<file path="config.mk">
export PLATFORM = sky130hd
export DESIGN_NAME = exposure_trigger_control
export DESIGN_NICKNAME = d
export VERILOG_FILES = /design/src/logic/exposure_trigger_pkg.sv /design/src/logic/exposure_trigger_control.sv
export SDC_FILE = /design/constraint.sdc
export NUM_CORES = 1
export LEC_CHECK = 0
export BUFFER_PORTS_ARGS = -buffer_cell sky130_fd_sc_hd__buf_4
export CORE_MARGIN = 1.5
export CORE_UTILIZATION = 64
export CTS_BUF_LIST = sky130_fd_sc_hd__clkbuf_4
export DETAILED_ROUTE_END_ITERATION = 7
export PLACE_DENSITY_LB_ADDON = 0.05
export SLEW_MARGIN = 20
export SYNTH_ARGS = -nofsm -noshare
export SYNTH_HDL_FRONTEND = slang
export SYNTH_SLANG_ARGS = --single-unit
</file>
<file path="constraint.sdc">
create_clock -name clk_i -period 4.38 [get_ports clk_i]
set_input_delay 0.876 -clock clk_i [delete_from_list [all_inputs] [get_ports clk_i]]
set_output_delay 0.876 -clock clk_i [all_outputs]
set_load 0.1 [all_outputs]
</file>
<file path="src/logic/exposure_trigger_pkg.sv">
// Shared constants for the exposure and readout sequencer
package exposure_trigger_pkg;

    // ------------------------------------------------------------
    // Avalon-MM register map (byte addresses)
    // ------------------------------------------------------------
    localparam logic [7:0] CTRL_OFFSET = 8'h00;
    localparam logic [7:0] EXPOSURE_OFFSET = 8'h04;
    localparam logic [7:0] READOUT_DELAY_OFFSET = 8'h08;
    localparam logic [7:0] FRAME_PERIOD_OFFSET = 8'h0C;
    localparam logic [7:0] STATUS_OFFSET = 8'h10;
    localparam logic [7:0] SOFT_TRIGGER_OFFSET = 8'h14;
    localparam logic [7:0] GEOMETRY_OFFSET = 8'h18;

    // ------------------------------------------------------------
    // Field positions
    // ------------------------------------------------------------
    localparam int CTRL_MODE_BIT = 0;
    localparam int CTRL_ENABLE_BIT = 1;
    localparam int GEOM_LINES_LSB = 0;
    localparam int GEOM_LINE_LEN_LSB = 16;
    localparam int GEOM_FIELD_W = 16;

    // ------------------------------------------------------------
    // Reset values
    // ------------------------------------------------------------
    localparam logic [31:0] CTRL_RESET = 32'h0000_0002;
    localparam logic [31:0] EXPOSURE_RESET = 32'h0000_0400;
    localparam logic [31:0] READOUT_DELAY_RESET = 32'h0000_0010;
    localparam logic [31:0] FRAME_PERIOD_RESET = 32'h0000_4000;
    localparam logic [31:0] GEOMETRY_RESET = 32'h0020_0010;
    localparam logic [31:0] UNMAPPED_READ = 32'h0000_0000;

    // ------------------------------------------------------------
    // Timing
    // ------------------------------------------------------------
    localparam int SYS_CLK_HZ = 100_000_000;
    localparam int TICK_NS = 15;
    localparam int CLK_PERIOD_NS = 1_000_000_000 / SYS_CLK_HZ;
    // One duration tick, rounded up to whole clock cycles
    localparam int TICK_CYCLES = (TICK_NS + CLK_PERIOD_NS - 1) / CLK_PERIOD_NS;
    // Short fixed start delay for non-overlapped triggers, in ticks
    localparam logic [31:0] TRIG_START_DELAY = 32'h0000_0002;
    localparam int LINE_GAP_CYCLES = 4;

    typedef enum logic {
        MODE_FREE_RUN,
        MODE_TRIGGERED
    } capture_mode_t;

endpackage

</file>
<file path="src/logic/exposure_trigger_control.sv">
// Exposure, trigger and readout sequencer with Avalon-MM control registers
//
// Design decisions made here: the address map and the Avalon-MM slave port.
`timescale 1ns/1ps

// Notes on behaviour
// (RL1) Two modes: free-run and triggered
// (RL2) Free-run exposes and reads out periodically
// (RL3) Triggered mode waits for a trigger
// (RL4) Line flag per line, frame flag whole frame
// (RL5) Free-run exposure from written register, counted
// (RL6) Trigger rising edge starts integration
// (RL7) Trigger falling edge ends integration, starts readout
// (RL8) Pulse width sets each frame's exposure
// (RL9) Overlapped rise waits for line flag fall
// (RL10) Idle rise starts after short fixed delay
// (RL11) Source drops trigger only after frame ends
// (RL12) Software trigger alternative to pin
// (RL13) Programmable delay before data transfer
// (RL14) Durations timed from system clock ticks
// (RL15) Durations quantised to 15 ns steps; the tick here rounds up to 2 clock cycles (20 ns)
// (RL16) Durations loaded into down-counters per phase
// (RL17) Reset: free-run, qualifiers low
module exposure_trigger_control (
    input wire logic clk_i,
    input wire logic resetn_i,
    input wire logic [7:0] avs_address_i,
    input wire logic avs_read_i,
    input wire logic avs_write_i,
    input wire logic [31:0] avs_writedata_i,
    input wire logic [3:0] avs_byteenable_i,
    output logic [31:0] avs_readdata_o,
    output logic avs_waitrequest_o,
    input wire logic trigger_i,
    output logic exposing_o,
    output logic line_valid_flag_o,
    output logic frame_valid_flag_o
);

    typedef enum logic [2:0] {
        ST_IDLE,
        ST_ARM,
        ST_EXPOSE,
        ST_DELAY,
        ST_READ
    } seq_state_t;

    // ------------------------------------------------------------
    // Registers
    // ------------------------------------------------------------
    logic [31:0] ctrl;
    logic [31:0] exposure_ticks;
    logic [31:0] readout_delay_ticks;
    logic [31:0] frame_period_ticks;
    logic [31:0] geometry;
    logic soft_trig_req;
    logic bus_ack;
    logic overrun;

    function automatic logic [31:0] merge_bytes(input logic [31:0] old_v, input logic [31:0] new_v,
                                               input logic [3:0] be);
        logic [31:0] r;
        r = old_v;
        for (int i = 0; i < 4; i++) begin
            if (be[i]) begin
                r[i*8 +: 8] = new_v[i*8 +: 8];
            end
        end
        return r;
    endfunction

    function automatic logic hit(input logic [7:0] addr, input logic [7:0] offs);
        return addr == offs;
    endfunction

    logic wr_take;
    logic rd_take;
    assign wr_take = avs_write_i && !avs_waitrequest_o;
    assign rd_take = avs_read_i && !avs_waitrequest_o;

    // One wait cycle per access: waitrequest drops the cycle after the request rises
    always_ff @(posedge clk_i or negedge resetn_i) begin
        if (!resetn_i) begin
            avs_waitrequest_o <= 1'b1;
            bus_ack <= 1'b0;
        end else begin
            bus_ack <= (avs_read_i || avs_write_i) && !bus_ack;
            avs_waitrequest_o <= !((avs_read_i || avs_write_i) && !bus_ack);
        end
    end

    always_ff @(posedge clk_i or negedge resetn_i) begin
        if (!resetn_i) begin
            ctrl <= exposure_trigger_pkg::CTRL_RESET; // RL17
            exposure_ticks <= exposure_trigger_pkg::EXPOSURE_RESET;
            readout_delay_ticks <= exposure_trigger_pkg::READOUT_DELAY_RESET;
            frame_period_ticks <= exposure_trigger_pkg::FRAME_PERIOD_RESET;
            geometry <= exposure_trigger_pkg::GEOMETRY_RESET;
        end else if (wr_take) begin
            if (hit(avs_address_i, exposure_trigger_pkg::CTRL_OFFSET)) begin
                ctrl <= merge_bytes(ctrl, avs_writedata_i, avs_byteenable_i) & 32'h0000_0003; // RL1
            end
            if (hit(avs_address_i, exposure_trigger_pkg::EXPOSURE_OFFSET)) begin
                exposure_ticks <= merge_bytes(exposure_ticks, avs_writedata_i, avs_byteenable_i); // RL5
            end
            if (hit(avs_address_i, exposure_trigger_pkg::READOUT_DELAY_OFFSET)) begin
                readout_delay_ticks <= merge_bytes(readout_delay_ticks, avs_writedata_i, avs_byteenable_i); // RL13
            end
            if (hit(avs_address_i, exposure_trigger_pkg::FRAME_PERIOD_OFFSET)) begin
                frame_period_ticks <= merge_bytes(frame_period_ticks, avs_writedata_i, avs_byteenable_i);
            end
            if (hit(avs_address_i, exposure_trigger_pkg::GEOMETRY_OFFSET)) begin
                geometry <= merge_bytes(geometry, avs_writedata_i, avs_byteenable_i);
            end
        end
    end

    // ------------------------------------------------------------
    // Trigger pin synchroniser and edge detect
    // ------------------------------------------------------------
    logic trig_meta;
    logic trig_sync;
    logic trig_prev;
    always_ff @(posedge clk_i or negedge resetn_i) begin
        if (!resetn_i) begin
            trig_meta <= 1'b0;
            trig_sync <= 1'b0;
            trig_prev <= 1'b0;
        end else begin
            trig_meta <= trigger_i;
            trig_sync <= trig_meta;
            trig_prev <= trig_sync;
        end
    end

    logic trig_rise;
    logic trig_fall;
    assign trig_rise = trig_sync && !trig_prev; // RL6
    assign trig_fall = !trig_sync && trig_prev; // RL7

    // ------------------------------------------------------------
    // Tick prescaler: one tick per TICK_CYCLES (2) clock cycles, 20 ns steps
    // ------------------------------------------------------------
    logic [3:0] tick_cnt;
    logic tick;
    always_ff @(posedge clk_i or negedge resetn_i) begin
        if (!resetn_i) begin
            tick_cnt <= 4'h0;
            tick <= 1'b0;
        end else if (tick_cnt == 4'(exposure_trigger_pkg::TICK_CYCLES - 1)) begin // RL14 RL15
            tick_cnt <= 4'h0;
            tick <= 1'b1;
        end else begin
            tick_cnt <= tick_cnt + 4'h1;
            tick <= 1'b0;
        end
    end

    // ------------------------------------------------------------
    // Sequencer
    // ------------------------------------------------------------
    seq_state_t state;
    logic [31:0] phase_cnt;
    logic [31:0] period_cnt;
    logic [15:0] line_idx;
    logic [15:0] pix_cnt;
    logic in_gap;
    logic pending_rise;
    logic pulse_mode;
    logic line_fall;
    logic trig_mode;
    logic [15:0] lines_per_frame;
    logic [15:0] line_len;

    assign trig_mode = ctrl[exposure_trigger_pkg::CTRL_MODE_BIT];
    assign lines_per_frame = geometry[exposure_trigger_pkg::GEOM_LINES_LSB +: exposure_trigger_pkg::GEOM_FIELD_W];
    assign line_len = geometry[exposure_trigger_pkg::GEOM_LINE_LEN_LSB +: exposure_trigger_pkg::GEOM_FIELD_W];
    assign line_fall = frame_valid_flag_o && !in_gap && (pix_cnt == line_len - 16'h1); // RL9

    logic soft_trig;
    assign soft_trig = wr_take && hit(avs_address_i, exposure_trigger_pkg::SOFT_TRIGGER_OFFSET)
                       && avs_writedata_i[0];

    // Software trigger: timed exposure from the register, since there is no pulse width
    always_ff @(posedge clk_i or negedge resetn_i) begin
        if (!resetn_i) begin
            soft_trig_req <= 1'b0;
        end else if (soft_trig) begin
            soft_trig_req <= 1'b1; // RL12
        end else if (state == ST_ARM || (state == ST_IDLE && trig_mode && !frame_valid_flag_o)) begin
            soft_trig_req <= 1'b0;
        end
    end

    // Free-run frame period counter, restarts on each exposure start
    always_ff @(posedge clk_i or negedge resetn_i) begin
        if (!resetn_i) begin
            period_cnt <= 32'h0;
        end else if (state == ST_ARM || (state == ST_IDLE && !trig_mode && period_cnt == 32'h0)) begin
            period_cnt <= frame_period_ticks; // RL2
        end else if (tick && period_cnt != 32'h0) begin
            period_cnt <= period_cnt - 32'h1;
        end
    end

    logic enable;
    assign enable = ctrl[exposure_trigger_pkg::CTRL_ENABLE_BIT];

    always_ff @(posedge clk_i or negedge resetn_i) begin
        if (!resetn_i) begin
            state <= ST_IDLE;
            phase_cnt <= 32'h0;
            pending_rise <= 1'b0;
            pulse_mode <= 1'b0;
            overrun <= 1'b0;
        end else begin
            if (trig_mode && trig_rise && frame_valid_flag_o) begin
                pending_rise <= 1'b1; // RL9
            end else if (line_fall || !frame_valid_flag_o) begin
                pending_rise <= 1'b0;
            end
            if (trig_fall && frame_valid_flag_o && state == ST_EXPOSE) begin
                overrun <= 1'b1; // RL11
            end else if (rd_take && hit(avs_address_i, exposure_trigger_pkg::STATUS_OFFSET)) begin
                overrun <= 1'b0;
            end
            case (state)
                ST_IDLE: begin
                    if (enable && !trig_mode && period_cnt == 32'h0 && !frame_valid_flag_o) begin
                        phase_cnt <= exposure_ticks; // RL5 RL16
                        pulse_mode <= 1'b0;
                        state <= ST_EXPOSE; // RL2
                    end else if (enable && trig_mode && trig_rise && !frame_valid_flag_o) begin
                        phase_cnt <= exposure_trigger_pkg::TRIG_START_DELAY; // RL10
                        pulse_mode <= 1'b1;
                        state <= ST_ARM; // RL3
                    end else if (enable && trig_mode && soft_trig_req && !frame_valid_flag_o) begin
                        phase_cnt <= exposure_trigger_pkg::TRIG_START_DELAY;
                        pulse_mode <= 1'b0;
                        state <= ST_ARM;
                    end else if (enable && trig_mode && (pending_rise || trig_rise) && line_fall) begin
                        phase_cnt <= 32'h0; // RL9
                        pulse_mode <= 1'b1;
                        state <= ST_ARM;
                    end
                end
                ST_ARM: begin
                    if (phase_cnt == 32'h0) begin
                        phase_cnt <= exposure_ticks; // RL16
                        state <= ST_EXPOSE; // RL6
                    end else if (tick) begin
                        phase_cnt <= phase_cnt - 32'h1;
                    end
                end
                ST_EXPOSE: begin
                    if (pulse_mode) begin
                        if (!trig_sync && !frame_valid_flag_o) begin
                            phase_cnt <= readout_delay_ticks; // RL7 RL8 RL13
                            state <= ST_DELAY;
                        end
                    end else if (phase_cnt == 32'h0) begin
                        phase_cnt <= readout_delay_ticks; // RL13 RL16
                        state <= ST_DELAY;
                    end else if (tick) begin
                        phase_cnt <= phase_cnt - 32'h1;
                    end
                end
                ST_DELAY: begin
                    if (phase_cnt == 32'h0 && !frame_valid_flag_o) begin
                        state <= ST_READ;
                    end else if (tick && phase_cnt != 32'h0) begin
                        phase_cnt <= phase_cnt - 32'h1;
                    end
                end
                ST_READ: begin
                    state <= ST_IDLE; // Readout runs on while the next trigger is taken
                end
                default: begin
                    state <= ST_IDLE;
                end
            endcase
        end
    end

    // ------------------------------------------------------------
    // Readout framing: line and frame qualifiers
    // ------------------------------------------------------------
    always_ff @(posedge clk_i or negedge resetn_i) begin
        if (!resetn_i) begin
            frame_valid_flag_o <= 1'b0; // RL17
            line_valid_flag_o <= 1'b0;
            line_idx <= 16'h0;
            pix_cnt <= 16'h0;
            in_gap <= 1'b0;
        end else if (state == ST_READ && !frame_valid_flag_o) begin
            frame_valid_flag_o <= 1'b1; // RL4
            line_valid_flag_o <= 1'b1;
            line_idx <= 16'h0;
            pix_cnt <= 16'h0;
            in_gap <= 1'b0;
        end else if (frame_valid_flag_o) begin
            if (!in_gap) begin
                if (pix_cnt == line_len - 16'h1) begin
                    line_valid_flag_o <= 1'b0; // RL4
                    in_gap <= 1'b1;
                    pix_cnt <= 16'h0;
                end else begin
                    pix_cnt <= pix_cnt + 16'h1;
                end
            end else if (pix_cnt == 16'(exposure_trigger_pkg::LINE_GAP_CYCLES - 1)) begin
                pix_cnt <= 16'h0;
                in_gap <= 1'b0;
                if (line_idx == lines_per_frame - 16'h1) begin
                    frame_valid_flag_o <= 1'b0; // RL4
                end else begin
                    line_idx <= line_idx + 16'h1;
                    line_valid_flag_o <= 1'b1;
                end
            end else begin
                pix_cnt <= pix_cnt + 16'h1;
            end
        end
    end

    always_ff @(posedge clk_i or negedge resetn_i) begin
        if (!resetn_i) begin
            exposing_o <= 1'b0;
        end else begin
            // Timed exposure keeps its last tick, so it lasts the full count
            exposing_o <= (state == ST_EXPOSE) && !(pulse_mode && !trig_sync && !frame_valid_flag_o);
        end
    end

    // ------------------------------------------------------------
    // Read data
    // ------------------------------------------------------------
    always_ff @(posedge clk_i or negedge resetn_i) begin
        if (!resetn_i) begin
            avs_readdata_o <= exposure_trigger_pkg::UNMAPPED_READ;
        end else if (avs_read_i && !bus_ack) begin
            case (avs_address_i)
                exposure_trigger_pkg::CTRL_OFFSET: avs_readdata_o <= ctrl;
                exposure_trigger_pkg::EXPOSURE_OFFSET: avs_readdata_o <= exposure_ticks;
                exposure_trigger_pkg::READOUT_DELAY_OFFSET: avs_readdata_o <= readout_delay_ticks;
                exposure_trigger_pkg::FRAME_PERIOD_OFFSET: avs_readdata_o <= frame_period_ticks;
                exposure_trigger_pkg::GEOMETRY_OFFSET: avs_readdata_o <= geometry;
                exposure_trigger_pkg::STATUS_OFFSET: begin
                    avs_readdata_o <= {24'h0, overrun, pending_rise, soft_trig_req, frame_valid_flag_o,
                                       line_valid_flag_o, state};
                end
                default: avs_readdata_o <= exposure_trigger_pkg::UNMAPPED_READ;
            endcase
        end
    end

endmodule

</file>
==> flow_metrics.env <==
export IMPL_die_h_um=159
export IMPL_antenna_found_initial=1
export IMPL_final_setup_viol_count=0
export IMPL_drive_above_1_share=0.248
export IMPL_vias_per_cell=6.66
export IMPL_synthFlopType="dfrtp_1"
export IMPL_crit_start="period_cnt[9]"
export IMPL_vias=13900
export IMPL_worstSetupEndpointType="register"
export IMPL_ant_nets=0
export IMPL_critPathKind="register to register"
export IMPL_synth_edff_count=0
export IMPL_path_clk_slew_ns=0.07
export IMPL_holdBufCountCts=0
export IMPL_cts_sinks=279
export IMPL_r2r_slack_ns=0.65
export IMPL_setup_tns_ns=0
export IMPL_outcome="finished clean"
export IMPL_vdd_drop_max_mv=0.413
export IMPL_fin_nets=1766
export IMPL_worst_path_max_fanout=22
export IMPL_async_flop_share=1.00
export IMPL_yosysSeqAreaShare=0.450
export IMPL_fill_cells=1824
export IMPL_period_needed_ns=3.73
export IMPL_port_buffers=84
export IMPL_fmax_mhz=268
export IMPL_wl_per_cell_um=22.0
export IMPL_cts_repair_resized=0
export IMPL_worst_setup_path_start_kind="register"
export IMPL_numCtsBuffers=76
export IMPL_synth_cell_types=80
export IMPL_drv_slew=0
export IMPL_critPathArrivalTime_ns=4.26
export IMPL_cts_root_buf="clkbuf_4"
export IMPL_rr_startpoint="period_cnt[9]"
export IMPL_hold_class="primary input to asynchronous set/reset pin"
export IMPL_grtUsageTotal=0.364
export IMPL_gp_congestion=0.967
export IMPL_first_pass_iters=6
export IMPL_dpl_hpwl_um=32500
export IMPL_grt_pass1_vias=13400
export IMPL_initial_utilization=0.656
export IMPL_fin_crit_sh=0.852
export IMPL_avgSynthCellArea_um2=9.60
export IMPL_rr_worst_depth=10
export IMPL_routed_wl_um=45800
export IMPL_cap_violations=0
export IMPL_dp_slack_ns=0.671
export IMPL_leakage_uw=0.00777
export IMPL_grt_pass1_wl_um=72800
export IMPL_worstMarginPinSlew_ns=1.18
export IMPL_synth_seq_cells=279
export IMPL_cts_max_path_buffers=3
export IMPL_fin_ws_ns=0.648
export IMPL_coreArea_um2=23700
export IMPL_fp_row_count=56
export IMPL_grt_ovfl_total=0
export IMPL_syn2layout_area_growth_pct=11.7
export IMPL_die_area_um2=25200
export IMPL_netlist_area_um2=15500
export IMPL_ios=85
export IMPL_endpoint="period_cnt[9]"
export IMPL_ys_warn_count=0
export IMPL_cp_required_ns=4.91
export IMPL_final_common_cell="dfrtp_1"
export IMPL_post_cts_buffers=0
export IMPL_netlist_instances=1619
export IMPL_layout_common_cells="dfrtp_1, mux2_2, nand2_1, o21ai_0, nor2_1"
export IMPL_drcViolationCount=0
export IMPL_worst_clock_skew_ns=0.0351
export IMPL_rsz0062_at_grt="no"
export IMPL_clock_latency_ns=0.69
export IMPL_timing_rr_end="period_cnt[9]"
export IMPL_powerDensity_nw_per_um2=486
export IMPL_cts_tree="yes"
export IMPL_grt_max_degree=91
export IMPL_htree_levels=3
export IMPL_postLayoutCoreUtil=0.733
export IMPL_die_width_um=159
export IMPL_synth_fp_nets=1675
export IMPL_total_power_uw=8430
export IMPL_slew_headroom=0.216
export IMPL_hold_viol_final=0
export IMPL_drt_iter0_drc=1512
area by class of cell:
type                       count  area [um2]  share of cell area
antenna                        1        2.50            0.000144
clock inverter                10        38.8             0.00224
clock buffer                 120         901              0.0519
tap                          319         399              0.0230
multi-input combinational   1219        8070               0.465
sequential                   279        6990               0.403
timing repair buffer         111         866              0.0499
inverter                      23        86.3             0.00497
logic make-up after synthesis:
| group | share of synthesized area |
|---|---|
| adders and majority gates | 0.00564 |
| DFF | 0.450 |
| muxes | 0.120 |
| buffers and inverters | 0.0320 |
| AOI/OAI and AO/OA | 0.181 |
| and+or+nand+nor | 0.174 |
| xor gates and xnor gates | 0.0372 |
flip-flops by register name (all words and copies together) (netlist names), 32 cells and up:
name,flops
avs_readdata_o,32
exposure_ticks,32
frame_period_ticks,32
geometry,32
period_cnt,32
phase_cnt,32
readout_delay_ticks,32
per-layer routing:
| metal | track usage | vias to the layer above | wire length [um] |
|---|---|---|---|
| met5 | 0 | - | 0 |
| met4 | 0.191 | 0 | 2410 |
| met3 | 0.0661 | 158 | 3690 |
| met2 | 0.567 | 700 | 21000 |
| met1 | 0.486 | 6761 | 18700 |
| li1 | - | 6240 | - |
worst min path at each step:
stage	start	to	slack (ns)	depth (start not counted)
after floorplan	trig_meta	trig_sync	0.33	0
after global routing	resetn_i	exposure_ticks[13]	0.21	1
after CTS	resetn_i	phase_cnt[5]	0.18	1
final	resetn_i	phase_cnt[5]	0.16	1
after global placement	trig_meta	trig_sync	0.33	0
after detailed placement	trig_meta	trig_sync	0.34	0
synthesized netlist by cell type (5+ instances only):
| master | count | share of area |
|---|---|---|
| o31ai_1 | 8 | 0.0039 |
| xor2_1 | 25 | 0.014 |
| a221o_1 | 18 | 0.012 |
| a311oi_1 | 13 | 0.0073 |
| nand3b_1 | 5 | 0.0024 |
| dfstp_2 | 7 | 0.012 |
| buf_1 | 6 | 0.0014 |
| a211oi_1 | 9 | 0.0043 |
| nor2_1 | 125 | 0.030 |
| a221oi_1 | 27 | 0.015 |
| a22oi_1 | 37 | 0.018 |
| or4_1 | 17 | 0.0082 |
| clkbuf_1 | 72 | 0.017 |
| a31oi_1 | 21 | 0.0085 |
| nand3_1 | 36 | 0.012 |
| o21ai_0 | 129 | 0.042 |
| and3_1 | 21 | 0.0085 |
| nand2_1 | 146 | 0.035 |
| dfrtp_1 | 272 | 0.44 |
| and2_1 | 7 | 0.0028 |
| inv_1 | 22 | 0.0053 |
| nand4_1 | 19 | 0.0076 |
| mux2_2 | 158 | 0.11 |
| xnor2_1 | 41 | 0.023 |
| nor3_1 | 42 | 0.014 |
| o21ai_1 | 7 | 0.0023 |
| or3_1 | 24 | 0.0097 |
| o211ai_1 | 11 | 0.0053 |
| buf_2 | 16 | 0.0052 |
| nand2b_1 | 16 | 0.0064 |
| a21oi_1 | 113 | 0.036 |
| or2_2 | 15 | 0.0060 |
| ha_1 | 7 | 0.0056 |
| nor2b_1 | 13 | 0.0052 |
| o22ai_1 | 6 | 0.0024 |
| nor3b_1 | 7 | 0.0034 |
| nor4_1 | 25 | 0.010 |
stage by stage:
step	hold WS, ns	instance area [um2]	cells
2_1_floorplan	0.331	15500	1619
3_3_place_gp	0.334	16400	1951
3_5_place_dp	0.343	16400	1951
6_report	0.163	17400	2082
4_1_cts	0.179	17300	2081
5_1_grt	0.210	17400	2082
critical path, cell delays in order, from the launching register on:
cell      delay [ns]
dfrtp_1         0.42
or4_4           0.59
or3_1           0.41
or4_1           0.74
nor2_1          0.16
o21a_1          0.12
buf_4           0.21
buf_4           0.28
a21oi_1         0.23
o21ai_0         0.25
o311ai_0        0.17
where the power goes:
group	internal, uW	total [uW]	leakage [uW]	switching [uW]
logic	963	2830	0.00343	1860
clock network	1230	2330	0.000575	1100
registers	2860	3270	0.00377	413
Power figures use the tool's default switching activity.
